File: src/core/fwb_pkg.sv
// package: command codes, address layout and timing for the buffer-program host sequencer
// ----------------------------------------------------------------------------
// Overview of operation
// - first unlock write: AA at 555 (word) or AAA (byte).
// - second unlock write: 55 at 2AA (word) or 555 (byte).
// - third write: write-to-buffer code 25h at the target sector address.
// - fourth write at sector address: count equals locations minus one.
// - every later pair stays in that line, ascending sequential addresses.
// - confirm 29h at sector address right after last location; device turns busy.
// - host should prefer program-only suspend and resume codes.
// - host writes resume to leave suspend; device continues programming.
// - host leaves at least resume-to-suspend minimum time before next suspend.
// ----------------------------------------------------------------------------
package fwb_pkg;
    localparam int ADDR_W = 26;
    localparam int DATA_W = 16;
    localparam int CNT_W  = 8;
    localparam int FIFO_DEPTH = 16;
    localparam logic [ADDR_W-1:0] UNLOCK1_ADDR_WORD = 26'h0000555;
    localparam logic [ADDR_W-1:0] UNLOCK1_ADDR_BYTE = 26'h0000aaa;
    localparam logic [ADDR_W-1:0] UNLOCK2_ADDR_WORD = 26'h00002aa;
    localparam logic [ADDR_W-1:0] UNLOCK2_ADDR_BYTE = 26'h0000555;
    localparam logic [DATA_W-1:0] UNLOCK1_DATA      = 16'h00aa;
    localparam logic [DATA_W-1:0] UNLOCK2_DATA      = 16'h0055;
    localparam logic [DATA_W-1:0] CMD_WRITE_BUFFER  = 16'h0025;
    localparam logic [DATA_W-1:0] CMD_CONFIRM       = 16'h0029;
    localparam logic [DATA_W-1:0] CMD_SUSP_COMBINED = 16'h00b0;
    localparam logic [DATA_W-1:0] CMD_SUSP_PROGRAM  = 16'h0051;
    localparam logic [DATA_W-1:0] CMD_RES_COMBINED  = 16'h0030;
    localparam logic [DATA_W-1:0] CMD_RES_PROGRAM   = 16'h0050;
    localparam logic [DATA_W-1:0] CMD_ABORT_RESET   = 16'h00f0;
    localparam logic [CNT_W-1:0]  MAX_COUNT         = 8'hff;
    // line is 512 bytes: 256 words or 512 bytes of byte address
    localparam int LINE_BITS_WORD = 8;
    localparam int LINE_BITS_BYTE = 9;
    localparam int WRITE_PULSE_NS = 50;
    localparam int WRITE_GAP_NS   = 50;
    localparam int RESUME_TO_SUSPEND_MIN_NS = 100000;
    localparam int CLK_PERIOD_NS  = 25;
    localparam int WRITE_PULSE_CYC = (WRITE_PULSE_NS + CLK_PERIOD_NS - 1) / CLK_PERIOD_NS;
    localparam int WRITE_GAP_CYC   = (WRITE_GAP_NS + CLK_PERIOD_NS - 1) / CLK_PERIOD_NS;
    localparam int RESUME_TO_SUSPEND_CYC =
        (RESUME_TO_SUSPEND_MIN_NS + CLK_PERIOD_NS - 1) / CLK_PERIOD_NS;
    localparam int TMR_W = 13;
    // clocks to let the synchronised ready pin catch up after a write
    localparam int READY_SETTLE_CYC = 2;
endpackage : fwb_pkg

File: src/core/fwb_fifo.sv
// synchronous valid/ready fifo for address/data load pairs
`timescale 1ns/10ps
`default_nettype none
module fwb_fifo #(
    parameter int WIDTH = 42,
    parameter int DEPTH = 16
) (
    input  wire logic             ref_clk_in,
    input  wire logic             rst_b_in,
    input  wire logic             in_valid_in,
    output logic                  in_ready_out,
    input  wire logic [WIDTH-1:0] in_data_in,
    output logic                  out_valid_out,
    input  wire logic             out_ready_in,
    output logic [WIDTH-1:0]      out_data_out
);
    localparam int AW = $clog2(DEPTH);
    typedef struct packed {
        logic [AW-1:0] wr_ptr;
        logic [AW-1:0] rd_ptr;
        logic [AW:0]   level;
    } fwb_fifo_state_t;
    fwb_fifo_state_t state_ff;
    fwb_fifo_state_t nxt_state;
    logic [WIDTH-1:0] mem_ff [DEPTH];
    logic             push;
    logic             pop;

    assign in_ready_out  = (state_ff.level != (AW+1)'(DEPTH));
    assign out_valid_out = (state_ff.level != '0);
    assign out_data_out  = mem_ff[state_ff.rd_ptr];
    assign push = in_valid_in && in_ready_out;
    assign pop  = out_valid_out && out_ready_in;

    always_comb begin
        nxt_state = state_ff;
        if (push) begin
            nxt_state.wr_ptr = state_ff.wr_ptr + 1'b1;
        end
        if (pop) begin
            nxt_state.rd_ptr = state_ff.rd_ptr + 1'b1;
        end
        nxt_state.level = state_ff.level + (AW+1)'(push) - (AW+1)'(pop);
    end

    always_ff @(posedge ref_clk_in or negedge rst_b_in) begin
        if (!rst_b_in) begin
            state_ff <= '0;
        end else begin
            state_ff <= nxt_state;
        end
    end

    always_ff @(posedge ref_clk_in) begin
        if (push) begin
            mem_ff[state_ff.wr_ptr] <= in_data_in;
        end
    end
endmodule : fwb_fifo
`default_nettype wire

File: src/core/fwb_host.sv
// host sequencer: drives buffer program, suspend, resume and abort reset on flash bus
`timescale 1ns/10ps
`default_nettype none
module fwb_host (
    input  wire logic                        ref_clk_in,
    input  wire logic                        rst_b_in,
    // user command side
    input  wire logic                        byte_mode_in,
    input  wire logic                        start_in,
    input  wire logic [fwb_pkg::ADDR_W-1:0]  start_addr_in,
    input  wire logic [fwb_pkg::CNT_W-1:0]   load_count_minus_one_in,
    input  wire logic                        suspend_in,
    input  wire logic                        resume_in,
    input  wire logic                        abort_reset_in,
    input  wire logic                        load_valid_in,
    output logic                             load_ready_out,
    input  wire logic [fwb_pkg::DATA_W-1:0]  program_word_value_in,
    output logic                             busy_out,
    output logic                             done_out,
    output logic                             suspended_out,
    output logic                             refused_out,
    // flash bus
    output logic [fwb_pkg::ADDR_W-1:0]       flash_addr_out,
    output logic [fwb_pkg::DATA_W-1:0]       flash_dq_out,
    output logic                             flash_dq_oe_b_out,
    output logic                             flash_we_b_out,
    output logic                             flash_ce_b_out,
    input  wire logic                        flash_ready_in
);
    localparam int FW = fwb_pkg::ADDR_W + fwb_pkg::DATA_W;
    localparam logic [fwb_pkg::TMR_W-1:0] PULSE_CYC =
        fwb_pkg::TMR_W'(fwb_pkg::WRITE_PULSE_CYC);
    localparam logic [fwb_pkg::TMR_W-1:0] GAP_CYC =
        fwb_pkg::TMR_W'(fwb_pkg::WRITE_GAP_CYC);
    localparam logic [fwb_pkg::TMR_W-1:0] PRS_CYC =
        fwb_pkg::TMR_W'(fwb_pkg::RESUME_TO_SUSPEND_CYC);
    localparam logic [fwb_pkg::TMR_W-1:0] SETTLE_CYC =
        fwb_pkg::TMR_W'(fwb_pkg::READY_SETTLE_CYC);

    typedef enum logic [3:0] {
        ST_IDLE, ST_UNLOCK1, ST_UNLOCK2, ST_WBUF, ST_COUNT, ST_LOAD,
        ST_CONFIRM, ST_BUSY, ST_SUSPEND, ST_SUSPENDED, ST_RESUME, ST_ABRT1,
        ST_ABRT2, ST_ABRT3
    } fwb_phase_t;

    typedef enum logic [1:0] {
        WR_IDLE, WR_PULSE, WR_GAP
    } fwb_wr_t;

    typedef struct packed {
        fwb_phase_t                   phase;
        fwb_wr_t                      wr;
        logic [fwb_pkg::TMR_W-1:0]    tmr;
        logic [fwb_pkg::TMR_W-1:0]    prs_tmr;
        logic [fwb_pkg::ADDR_W-1:0]   sector_select_address;
        logic [fwb_pkg::ADDR_W-1:0]   buffer_line_location;
        logic [fwb_pkg::CNT_W-1:0]    remaining;
        logic                         byte_mode;
        logic [1:0]                   rdy_sync;
        logic [fwb_pkg::ADDR_W-1:0]   addr;
        logic [fwb_pkg::DATA_W-1:0]   dq;
        logic                         dq_oe_b;
        logic                         we_b;
        logic                         ce_b;
        logic                         busy;
        logic                         done;
        logic                         suspended;
        logic                         refused;
        logic                         load_ready;
    } fwb_state_t;

    fwb_state_t              state_ff;
    fwb_state_t              nxt_state;
    logic                    fifo_in_ready;
    logic                    fifo_out_valid;
    logic                    fifo_pop;
    logic [FW-1:0]           fifo_out_data;
    logic [FW-1:0]           fifo_in_data;

    // ------------------------------------------------------------------
    // load pair buffer
    // ------------------------------------------------------------------
    assign fifo_in_data = {state_ff.buffer_line_location, program_word_value_in};

    fwb_fifo #(
        .WIDTH (FW),
        .DEPTH (fwb_pkg::FIFO_DEPTH)
    ) u_fifo (
        .ref_clk_in    (ref_clk_in),
        .rst_b_in      (rst_b_in),
        .in_valid_in   (load_valid_in && state_ff.load_ready),
        .in_ready_out  (fifo_in_ready),
        .in_data_in    (fifo_in_data),
        .out_valid_out (fifo_out_valid),
        .out_ready_in  (fifo_pop),
        .out_data_out  (fifo_out_data)
    );

    assign fifo_pop = (state_ff.phase == ST_LOAD) && (state_ff.wr == WR_IDLE)
                      && fifo_out_valid;

    // ------------------------------------------------------------------
    // sequencer
    // ------------------------------------------------------------------
    always_comb begin
        logic                        issue;
        logic [fwb_pkg::ADDR_W-1:0]  w_addr;
        logic [fwb_pkg::DATA_W-1:0]  w_data;
        logic                        ready_s;
        logic                        wr_done;
        issue  = 1'b0;
        w_addr = '0;
        w_data = '0;
        nxt_state = state_ff;
        nxt_state.rdy_sync = {state_ff.rdy_sync[0], flash_ready_in};
        ready_s = state_ff.rdy_sync[1];
        nxt_state.done    = 1'b0;
        nxt_state.refused = 1'b0;
        if (state_ff.prs_tmr != '0) begin
            nxt_state.prs_tmr = state_ff.prs_tmr - 1'b1;
        end
        wr_done = (state_ff.wr == WR_GAP) && (state_ff.tmr == '0);

        // write-cycle timing engine
        unique case (state_ff.wr)
            WR_IDLE: begin
            end
            WR_PULSE: begin
                if (state_ff.tmr == '0) begin
                    nxt_state.we_b = 1'b1;
                    nxt_state.wr   = WR_GAP;
                    nxt_state.tmr  = GAP_CYC - 1'b1;
                end else begin
                    nxt_state.tmr = state_ff.tmr - 1'b1;
                end
            end
            WR_GAP: begin
                if (state_ff.tmr == '0) begin
                    nxt_state.wr      = WR_IDLE;
                    nxt_state.ce_b    = 1'b1;
                    nxt_state.dq_oe_b = 1'b1;
                end else begin
                    nxt_state.tmr = state_ff.tmr - 1'b1;
                end
            end
        endcase

        unique case (state_ff.phase)
            ST_IDLE: begin
                if (abort_reset_in) begin
                    nxt_state.phase = ST_ABRT1;
                end else if (start_in) begin
                    nxt_state.byte_mode = byte_mode_in;
                    nxt_state.sector_select_address = start_addr_in;
                    nxt_state.buffer_line_location = start_addr_in;
                    nxt_state.remaining = load_count_minus_one_in;
                    nxt_state.load_ready = 1'b1;
                    nxt_state.busy  = 1'b1;
                    nxt_state.phase = ST_UNLOCK1;
                end
            end
            ST_UNLOCK1: begin
                if (state_ff.wr == WR_IDLE) begin
                    issue  = 1'b1;
                    w_addr = state_ff.byte_mode ? fwb_pkg::UNLOCK1_ADDR_BYTE
                                                : fwb_pkg::UNLOCK1_ADDR_WORD;
                    w_data = fwb_pkg::UNLOCK1_DATA;
                    nxt_state.phase = ST_UNLOCK2;
                end
            end
            ST_UNLOCK2: begin
                if (wr_done) begin
                    issue  = 1'b1;
                    w_addr = state_ff.byte_mode ? fwb_pkg::UNLOCK2_ADDR_BYTE
                                                : fwb_pkg::UNLOCK2_ADDR_WORD;
                    w_data = fwb_pkg::UNLOCK2_DATA;
                    nxt_state.phase = ST_WBUF;
                end
            end
            ST_WBUF: begin
                if (wr_done) begin
                    issue  = 1'b1;
                    w_addr = state_ff.sector_select_address;
                    w_data = fwb_pkg::CMD_WRITE_BUFFER;
                    nxt_state.phase = ST_COUNT;
                end
            end
            ST_COUNT: begin
                if (wr_done) begin
                    issue  = 1'b1;
                    w_addr = state_ff.sector_select_address;
                    w_data = fwb_pkg::DATA_W'(state_ff.remaining);
                    nxt_state.phase = ST_LOAD;
                end
            end
            ST_LOAD: begin
                if (fifo_pop) begin
                    issue  = 1'b1;
                    w_addr = fifo_out_data[FW-1 -: fwb_pkg::ADDR_W];
                    w_data = fifo_out_data[fwb_pkg::DATA_W-1:0];
                    if (state_ff.remaining == '0) begin
                        nxt_state.phase = ST_CONFIRM;
                    end else begin
                        nxt_state.remaining = state_ff.remaining - 1'b1;
                    end
                end
            end
            ST_CONFIRM: begin
                if (wr_done) begin
                    issue  = 1'b1;
                    w_addr = state_ff.sector_select_address;
                    w_data = fwb_pkg::CMD_CONFIRM;
                    nxt_state.phase = ST_BUSY;
                end
            end
            ST_BUSY: begin
                if (wr_done) begin
                    // ready pin still shows the state from before the write
                    nxt_state.tmr = SETTLE_CYC;
                end
                if (state_ff.wr == WR_IDLE) begin
                    if (state_ff.tmr != '0) begin
                        nxt_state.tmr = state_ff.tmr - 1'b1;
                    end
                    if (suspend_in && state_ff.prs_tmr == '0) begin
                        nxt_state.phase = ST_SUSPEND;
                    end else if (suspend_in || resume_in) begin
                        nxt_state.refused = 1'b1;
                    end else if (ready_s && state_ff.tmr == '0) begin
                        nxt_state.busy  = 1'b0;
                        nxt_state.done  = 1'b1;
                        nxt_state.phase = ST_IDLE;
                    end
                end
            end
            ST_SUSPEND: begin
                issue  = 1'b1;
                w_addr = state_ff.sector_select_address;
                w_data = fwb_pkg::CMD_SUSP_PROGRAM;
                nxt_state.phase = ST_SUSPENDED;
            end
            ST_SUSPENDED: begin
                if (wr_done) begin
                    nxt_state.suspended = 1'b1;
                end
                if (state_ff.suspended && resume_in) begin
                    issue  = 1'b1;
                    w_addr = state_ff.sector_select_address;
                    w_data = fwb_pkg::CMD_RES_PROGRAM;
                    nxt_state.suspended = 1'b0;
                    nxt_state.prs_tmr = PRS_CYC;
                    nxt_state.phase = ST_RESUME;
                end else if (suspend_in) begin
                    nxt_state.refused = 1'b1;
                end
            end
            ST_RESUME: begin
                if (wr_done) begin
                    nxt_state.tmr   = SETTLE_CYC;
                    nxt_state.phase = ST_BUSY;
                end
            end
            ST_ABRT1: begin
                if (state_ff.wr == WR_IDLE) begin
                    issue  = 1'b1;
                    w_addr = state_ff.byte_mode ? fwb_pkg::UNLOCK1_ADDR_BYTE
                                                : fwb_pkg::UNLOCK1_ADDR_WORD;
                    w_data = fwb_pkg::UNLOCK1_DATA;
                    nxt_state.busy  = 1'b1;
                    nxt_state.phase = ST_ABRT2;
                end
            end
            ST_ABRT2: begin
                if (wr_done) begin
                    issue  = 1'b1;
                    w_addr = state_ff.byte_mode ? fwb_pkg::UNLOCK2_ADDR_BYTE
                                                : fwb_pkg::UNLOCK2_ADDR_WORD;
                    w_data = fwb_pkg::UNLOCK2_DATA;
                    nxt_state.phase = ST_ABRT3;
                end
            end
            ST_ABRT3: begin
                if (wr_done) begin
                    issue  = 1'b1;
                    w_addr = state_ff.byte_mode ? fwb_pkg::UNLOCK1_ADDR_BYTE
                                                : fwb_pkg::UNLOCK1_ADDR_WORD;
                    w_data = fwb_pkg::CMD_ABORT_RESET;
                    nxt_state.busy  = 1'b0;
                    nxt_state.done  = 1'b1;
                    nxt_state.phase = ST_IDLE;
                end
            end
            default: begin
                nxt_state.phase = ST_IDLE;
            end
        endcase

        // user load pairs walk the line in ascending order
        if (load_valid_in && state_ff.load_ready && fifo_in_ready) begin
            nxt_state.buffer_line_location = state_ff.buffer_line_location + 1'b1;
            if (state_ff.buffer_line_location ==
                state_ff.sector_select_address + fwb_pkg::ADDR_W'(load_count_minus_one_in)
                || state_ff.remaining == '0) begin
                nxt_state.load_ready = 1'b0;
            end
        end
        if (state_ff.phase == ST_CONFIRM) begin
            nxt_state.load_ready = 1'b0;
        end

        if (issue) begin
            nxt_state.addr    = w_addr;
            nxt_state.dq      = w_data;
            nxt_state.dq_oe_b = 1'b0;
            nxt_state.ce_b    = 1'b0;
            nxt_state.we_b    = 1'b0;
            nxt_state.wr      = WR_PULSE;
            nxt_state.tmr     = PULSE_CYC - 1'b1;
        end
    end

    always_ff @(posedge ref_clk_in or negedge rst_b_in) begin
        if (!rst_b_in) begin
            state_ff <= '{phase: ST_IDLE, wr: WR_IDLE, dq_oe_b: 1'b1, we_b: 1'b1,
                          ce_b: 1'b1, default: '0};
        end else begin
            state_ff <= nxt_state;
        end
    end

    assign load_ready_out    = state_ff.load_ready && fifo_in_ready;
    assign busy_out          = state_ff.busy;
    assign done_out          = state_ff.done;
    assign suspended_out     = state_ff.suspended;
    assign refused_out       = state_ff.refused;
    assign flash_addr_out    = state_ff.addr;
    assign flash_dq_out      = state_ff.dq;
    assign flash_dq_oe_b_out = state_ff.dq_oe_b;
    assign flash_we_b_out    = state_ff.we_b;
    assign flash_ce_b_out    = state_ff.ce_b;

    logic wr_done_chk;
    assign wr_done_chk = (state_ff.wr == WR_GAP) && (state_ff.tmr == '0);

    // ------------------------------------------------------------------
    // checks
    // ------------------------------------------------------------------
    AST_UNLOCK_FIRST: assert property (@(posedge ref_clk_in) disable iff (!rst_b_in)
        (state_ff.phase == ST_UNLOCK1 && state_ff.wr == WR_IDLE) |=>
        (flash_dq_out == fwb_pkg::UNLOCK1_DATA && !flash_we_b_out))
        else $error("first unlock write wrong");
    AST_UNLOCK_SECOND: assert property (@(posedge ref_clk_in) disable iff (!rst_b_in)
        (state_ff.phase == ST_UNLOCK2 && wr_done_chk) |=>
        (flash_dq_out == fwb_pkg::UNLOCK2_DATA))
        else $error("second unlock write wrong");
    AST_WBUF_CMD: assert property (@(posedge ref_clk_in) disable iff (!rst_b_in)
        (state_ff.phase == ST_WBUF && wr_done_chk) |=>
        (flash_dq_out == fwb_pkg::CMD_WRITE_BUFFER
         && flash_addr_out == state_ff.sector_select_address))
        else $error("write-to-buffer command wrong");
    AST_CONFIRM_CMD: assert property (@(posedge ref_clk_in) disable iff (!rst_b_in)
        (state_ff.phase == ST_CONFIRM && wr_done_chk) |=>
        (flash_dq_out == fwb_pkg::CMD_CONFIRM && state_ff.phase == ST_BUSY))
        else $error("confirm not issued after last load");
    AST_WE_PULSE: assert property (@(posedge ref_clk_in) disable iff (!rst_b_in)
        $fell(flash_we_b_out) |-> !flash_ce_b_out && !flash_dq_oe_b_out)
        else $error("write strobe without bus drive");
    AST_RESUME_GAP: assert property (@(posedge ref_clk_in) disable iff (!rst_b_in)
        (state_ff.phase == ST_SUSPEND) |-> (state_ff.prs_tmr == '0))
        else $error("suspend too soon after resume");
    AST_SUSP_CODE: assert property (@(posedge ref_clk_in) disable iff (!rst_b_in)
        (state_ff.phase == ST_SUSPEND) |=> (flash_dq_out == fwb_pkg::CMD_SUSP_PROGRAM))
        else $error("suspend code wrong");
    AST_RESUME_CODE: assert property (@(posedge ref_clk_in) disable iff (!rst_b_in)
        (state_ff.phase == ST_SUSPENDED && state_ff.suspended && resume_in) |=>
        (flash_dq_out == fwb_pkg::CMD_RES_PROGRAM && !suspended_out))
        else $error("resume not written");
endmodule : fwb_host
`default_nettype wire

File: config.mk
export PLATFORM = sky130hd
export DESIGN_NAME = fwb_host
export DESIGN_NICKNAME = d
export VERILOG_FILES = /design/src/core/fwb_pkg.sv /design/src/core/fwb_fifo.sv /design/src/core/fwb_host.sv
export SDC_FILE = /design/constraint.sdc
export NUM_CORES = 1
export LEC_CHECK = 0
export BUFFER_PORTS_ARGS = -buffer_cell sky130_fd_sc_hd__buf_2
export CORE_AREA = 2 2 278 280
export CTS_CLUSTER_SIZE = 30
export DETAILED_ROUTE_END_ITERATION = 10
export DIE_AREA = 0 0 280 282
export PLACE_DENSITY_LB_ADDON = 0.3
export SLEW_MARGIN = 15
export SYNTH_ARGS = -nofsm -noshare
export SYNTH_HDL_FRONTEND = slang
export SYNTH_SLANG_ARGS = --single-unit
export TNS_END_PERCENT = 1
File: constraint.sdc
create_clock -name ref_clk_in -period 8.7 [get_ports ref_clk_in]
set_clock_uncertainty 0.05 [all_clocks]
set_input_delay 0.435 -clock ref_clk_in [delete_from_list [all_inputs] [get_ports ref_clk_in]]
set_output_delay 0.435 -clock ref_clk_in [all_outputs]
set_load 0.01 [all_outputs]
Word-level counts from Yosys, hierarchy flattened
Memory sizes are Yosys's and may differ from the RTL's.
Cells that the tools add are included.

operators by class
  $add $sub $neg = 9
  bitwise operators = 1
  muxes and demuxes = 91
  reductions and logical operators = 43
  equality and inequality tests = 41

operators by type and width
  cell                                                                   number
  26-bit one-hot mux with 7 select lines                                 1
  16-bit one-hot mux with 9 select lines                                 1
  26-bit two-way mux                                                     5
  13-bit two-way mux                                                     8
  35-bit two-way mux                                                     2
  4-bit two-way mux                                                      17
  4-bit one-hot mux with 13 select lines                                 1
  8-bit two-way mux                                                      5
  12-bit two-way mux                                                     3
  2-bit != test (second input constant)                                  15
  15-bit one-hot mux with 2 select lines                                 1
  26-bit by 1-bit adder with 26-bit output (second input constant)       1
  26-bit by 8-bit adder with 26-bit output                               1
  26-bit == test                                                         1
  13-bit logical NOT                                                     2
  13-bit one-hot mux with 2 select lines                                 1
  13-bit nonzero test                                                    2
  13-bit by 1-bit subtractor with 13-bit output (second input constant)  2
  1-bit two-way mux                                                      25
  4-bit == test (second input constant)                                  6
  11-bit two-way mux                                                     2
  4-bit by 3-bit == test with 1-bit output (second input constant)       4
  16-bit two-way mux                                                     1
  8-bit one-hot mux with 2 select lines                                  1
  37 further kinds                                                       77

storage, ports and cells
  register bits after elaboration = 158
  logic and storage cells = 208
  bits in writable memories = 672
  memories kept = 1
  output and inout bits = 50

memories
  memory         depth  bits a word  rd ports  clocked after memory_dff  write ports  RTL line        source
  u_fifo.mem_ff  16     42           1         0                         1            fwb_fifo.sv:25  logic [WIDTH-1:0] mem_ff [DEPTH];

Logic depth before layout (Yosys ltp)
  depth in word-level cells = 8
  gate-level depth with buffers = 17
  gate-level depth less buffers = 16

Cells and area by module
From an unflattened synthesis, not the netlist that was laid out.

unflattened totals
  cell total of the unflattened synthesis = 2348
  area total of the unflattened synthesis = 35575.4 um2

modules (own cells, without submodules)
  module    cells an instance  area an instance (um2)  seq. area each (um2)  instances
  fwb_fifo  1296               26570.5                 20504.7               1
  fwb_host  1052               9004.9                  3606.0                1

Worst setup path before layout
OpenSTA, ideal clock, no wires.

  kind = register -> register
  start point = register u_fifo.state_ff[2] in the netlist's numbering
  end point = memory u_fifo.mem_ff[3][0], enable pin
  stages on the path, launching flop included = 9
  path buffers = 1
  slack = 3.578 ns
  arrival = 4.579 ns
  library setup time = 0.493 ns
  path through = dfrtp_1 -> inv_1 -> ha_1 -> a31oi_1 -> nand2_1 -> clkinv_1 -> clkbuf_1 -> nand2_1 -> nor3_1

on the way
  word-level cells in the longest chain between the ends = 4

ends and longest elaborated chain
  element                                  RTL line        source
  from (decl)                              fwb_fifo.sv:23  fwb_fifo_state_t state_ff;
  from (signal assigned)                   fwb_fifo.sv:50  state_ff <= nxt_state;
  5-bit != test                            fwb_fifo.sv:29  assign in_ready_out = (state_ff.level != (AW+1)'(DEPTH));
  1-bit logical AND                        fwb_fifo.sv:32  assign push = in_valid_in && in_ready_out;
  1-bit two-way mux                        fwb_fifo.sv:55  if (push) begin
  1-bit two-way mux (not written as such)  fwb_fifo.sv:56  mem_ff[state_ff.wr_ptr] <= in_data_in;
  to (decl)                                fwb_fifo.sv:25

No other way between the ends.

Worst setup path after layout
  start point = register u_fifo.state_ff[3] in the netlist's numbering
  end point = memory u_fifo.mem_ff[7][25], enable pin

Same word-level chain as after synthesis.

==> load_flow_metrics.sql <==
INSERT INTO impl_metrics (metric_group, metric, value, unit) VALUES
('final_layout', 'finish.utilization', '51.65', '%'),
('drt', 'route.vias.total', '19390', ''),
('die', 'die_height', '282', 'µm'),
('global_route', 'grt_use_total', '21.22', '%'),
('worst_setup_path', 'critPathMaxFanout', '24', ''),
('global_route', 'number_of_antenna_violations_at_the_first_check_in_global_routing', '2', ''),
('worst_setup_path', 'critPathMaxStageDelay', '0.82', 'ns'),
('timing', 'tightest_slew', '1.017', 'ns'),
('timing', 'timing.final.crit_share', '45.11', '%'),
('power_and_ir_drop', 'ir_drop', '0.1986', 'mV'),
('yosys', 'synth_top_family_by_area', 'multiplexers', ''),
('worst_setup_path', 'critPathTopFamily', 'simple AND/OR/NAND/NOR gates', ''),
('yosys', 'synth.top_cell.area_share', '58.17', '%'),
('yosys', 'ys.flop_type', 'edfxtp_1', ''),
('global_route', 'first_global_vias', '19560', ''),
('yosys', 'ys_ff_latch', '829', ''),
('yosys', 'yosys-top-cells-count', '672 x edfxtp_1, 202 x mux4_2, 164 x nand2_1', ''),
('yosys', 'async_reset_ff_share', '18.94', '%'),
('yosys', 'ys_seq_area_share', '69.50', '%'),
('die', 'start_util', '45.83', '%'),
('die', 'design.die.area', '78960', 'µm²'),
('yosys', 'synth_compound_area_share', '5.258', '%'),
('cts', 'cts_post_setup_buffers_inserted', '0', ''),
('timing', 'period_minus_slack', '3.925', 'ns'),
('yosys', 'syn_area_cell', '16.81', 'µm²'),
('cts', 'cts_tree', 'done', ''),
('worst_hold_path', 'worst_hold_path_type', 'input port to flop', ''),
('yosys', 'synth-adder-area-share', '1.161', '%'),
('cts', 'clk_transition_reported_paths', '0.06', 'ns'),
('worst_setup_path', 'stages_on_worst_setup_path', '9', ''),
('worst_setup_path', 'critical_path.endpoint_type', 'flop', ''),
('timing', 'tns', '0', 'ns'),
('cts', 'tritoncts_num_sinks', '829', ''),
('yosys', 'synth_cells', '2064', ''),
('worst_setup_path', 'startpoint_type', 'flop', ''),
('die', 'placement_rows', '101', ''),
('final_layout', 'drive_gt1_share', '22.77', '%'),
('yosys', 'synth_area_leader', 'edfxtp_1', ''),
('power_and_ir_drop', 'leakage', '13.28', 'nW'),
('placed_design', 'placed_cells_incl_taps', '3037', ''),
('final_layout', 'nFillCells', '5954', ''),
('status', 'run_status', 'finished clean', ''),
('drt', 'wirelength', '82.99', 'mm'),
('cts', 'clock_path_buffers', '3', ''),
('final_layout', 'final_cells', '3213', ''),
('worst_hold_path', 'worstHoldPathCells', '3', ''),
('yosys', 'yosys_warnings', '0', ''),
('die', 'pin_count', '109', ''),
('final_layout', 'diodes', '0', ''),
('yosys', 'synth-simple-area-share', '6.055', '%'),
('yosys', 'synth_enable_flop_cells', '672', ''),
('global_route', 'largest_net_degree_at_the_start_of_global_routing', '107', ''),
('cts', 'ctsHtreeMaxLevel', '3', ''),
('timing', 'maxClockFrequency', '0.2548', 'GHz'),
('drt', 'final_antenna_net_count', '0', ''),
('worst_setup_path', 'critPathRequiredTime', '8.94', 'ns'),
('placed_design', 'placement.io_buffers', '108', ''),
('drt', 'routed_wire_length_per_instance', '25.83', 'µm'),
('timing', 'whs', '0.03041', 'ns'),
('timing', 'grt_setup_unrepaired', 'no', ''),
('worst_setup_path', 'timing.critical_path.slowest_stage_cell', 'nor2_4', ''),
('timing', 'finalHoldViolations', '0', ''),
('worst_setup_path', 'critical_path_class', 'flop to flop', ''),
('run', 'maxCapViolCount', '0', ''),
('timing', 'setup_viol_count_final', '0', ''),
('drt', 'detail_route.drc_violations', '0', ''),
('timing', 'slew_headroom', '32.19', '%'),
('drt', 'avgViaCountPerCell', '6.034', ''),
('drt', 'detail_route.first_pass.iterations', '7', ''),
('worst_setup_path', 'timing.reg2reg.worst_path_depth', '9', ''),
('timing', 'maxSlewViolCount', '0', '');
cells by family (layout without fill, tap and decap cells):
| kind of cell | after synthesis | after routing |
|---|---|---|
| DFF | 829 | 829 |
| and+or+nand+nor | 453 | 453 |
| AOI/OAI and AO/OA | 271 | 271 |
| muxes | 224 | 224 |
| buffers and inverters | 193 | 364 |
| xor gates and xnor gates | 63 | 63 |
| adders and majority gates | 31 | 31 |
cell usage in the layout, fill, tap and decap left out, drive strengths merged, types with 29 or more instances in the layout:
| cell type | count |
|---|---|
| nand3 | 32 |
| clkinv | 30 |
| edfxtp | 672 |
| inv | 49 |
| buf | 143 |
| a21oi | 70 |
| mux4 | 202 |
| ha | 29 |
| clkbuf | 110 |
| xnor2 | 39 |
| nand2 | 164 |
| o21ai | 52 |
| nor2 | 133 |
| dfrtp | 155 |
state kept, by name, indices dropped and copies added, names as in the netlist:
name               count
fifo_in_data          26
done_out               1
u_fifo.mem_ff        672
busy_out               1
flash_dq_out          16
u_fifo.state_ff       13
refused_out            1
suspended_out          1
state_ff              69
flash_we_b_out         1
flash_dq_oe_b_out      1
nxt_state              1
flash_addr_out        26
layer usage:
| metal | GRT usage (%) | vias up | routed length (µm) |
|---|---|---|---|
| li1 | - | 8315 | - |
| met1 | 29.04 | 10160 | 34200 |
| met2 | 35.60 | 794 | 41380 |
| met3 | 3.066 | 113 | 5587 |
| met4 | 6.211 | 4 | 1798 |
| met5 | 0 | - | 25 |
final cells by class:
type                            instances  area [µm²]  share of cell area (%)
Clock buffer                          110        2271                   5.809
Clock inverter                         44       484.2                   1.239
Inverter                               45       168.9                  0.4320
Multi-Input combinational cell       1042        9783                   25.02
Sequential cell                       829       24120                   61.70
Tap cell                              978        1224                   3.130
Timing Repair Buffer                  165        1042                   2.666
worst register-to-register path, stage by stage (launching register included):
cell and delay, ns:
dfrtp_1 0.37, inv_1 0.08, ha_1 0.20, a31oi_1 0.22, nand2_1 0.47, clkinv_1 0.22
buf_4 0.33, nand2_1 0.32, nor2_4 0.82, buf_4 0.50
where the power goes:
part	internal (mW)	total [mW]	switching [mW]	leakage [nW]
Clock	2.09	3.61	1.51	1.35
Combinational	1.68	3.57	1.89	4.09
Sequential	5.00	5.86	0.854	7.85
Total	8.77	13.0	4.26	13.3
worst paths after layout:
kind,slack [ns],endpoint,from
hold / removal,0.03,state_ff[98]$_DFFE_PN0P_,start_addr_in[11]
hold reg to reg,0.30,state_ff[51]$_DFF_PN0_,nxt_state[51]$_DFF_PN0_
max in group asynchronous,6.63,fifo_in_data[28]$_DFFE_PN0P_,rst_b_in
setup reg to reg,4.78,u_fifo.mem_ff[7][25]$_DFFE_PP_,u_fifo.state_ff[3]$_DFF_PN0_
setup / recovery,4.78,u_fifo.mem_ff[7][25]$_DFFE_PP_,u_fifo.state_ff[3]$_DFF_PN0_
min in group asynchronous,0.43,state_ff[115]$_DFF_PN0_,rst_b_in
per-stage QoR:
stage	power, mW	setup slack [ns]	cell area [µm²]
after floorplan	8.323	3.578	34690
after global placement	9.391	5.007	36120
after detailed placement	9.502	4.876	36120
after CTS	13.11	4.804	39100
after global routing	13.63	4.581	39100
final	13.03	4.775	39100
timing repair:
| item | in CTS | in global routing |
|---|---|---|
| endpoints found under the setup margin | 0 | 0 |
| hold endpoints to repair | 111 | 0 |
| hold buffers | 22 | 0 |
Power figures use the tool's default switching activity.
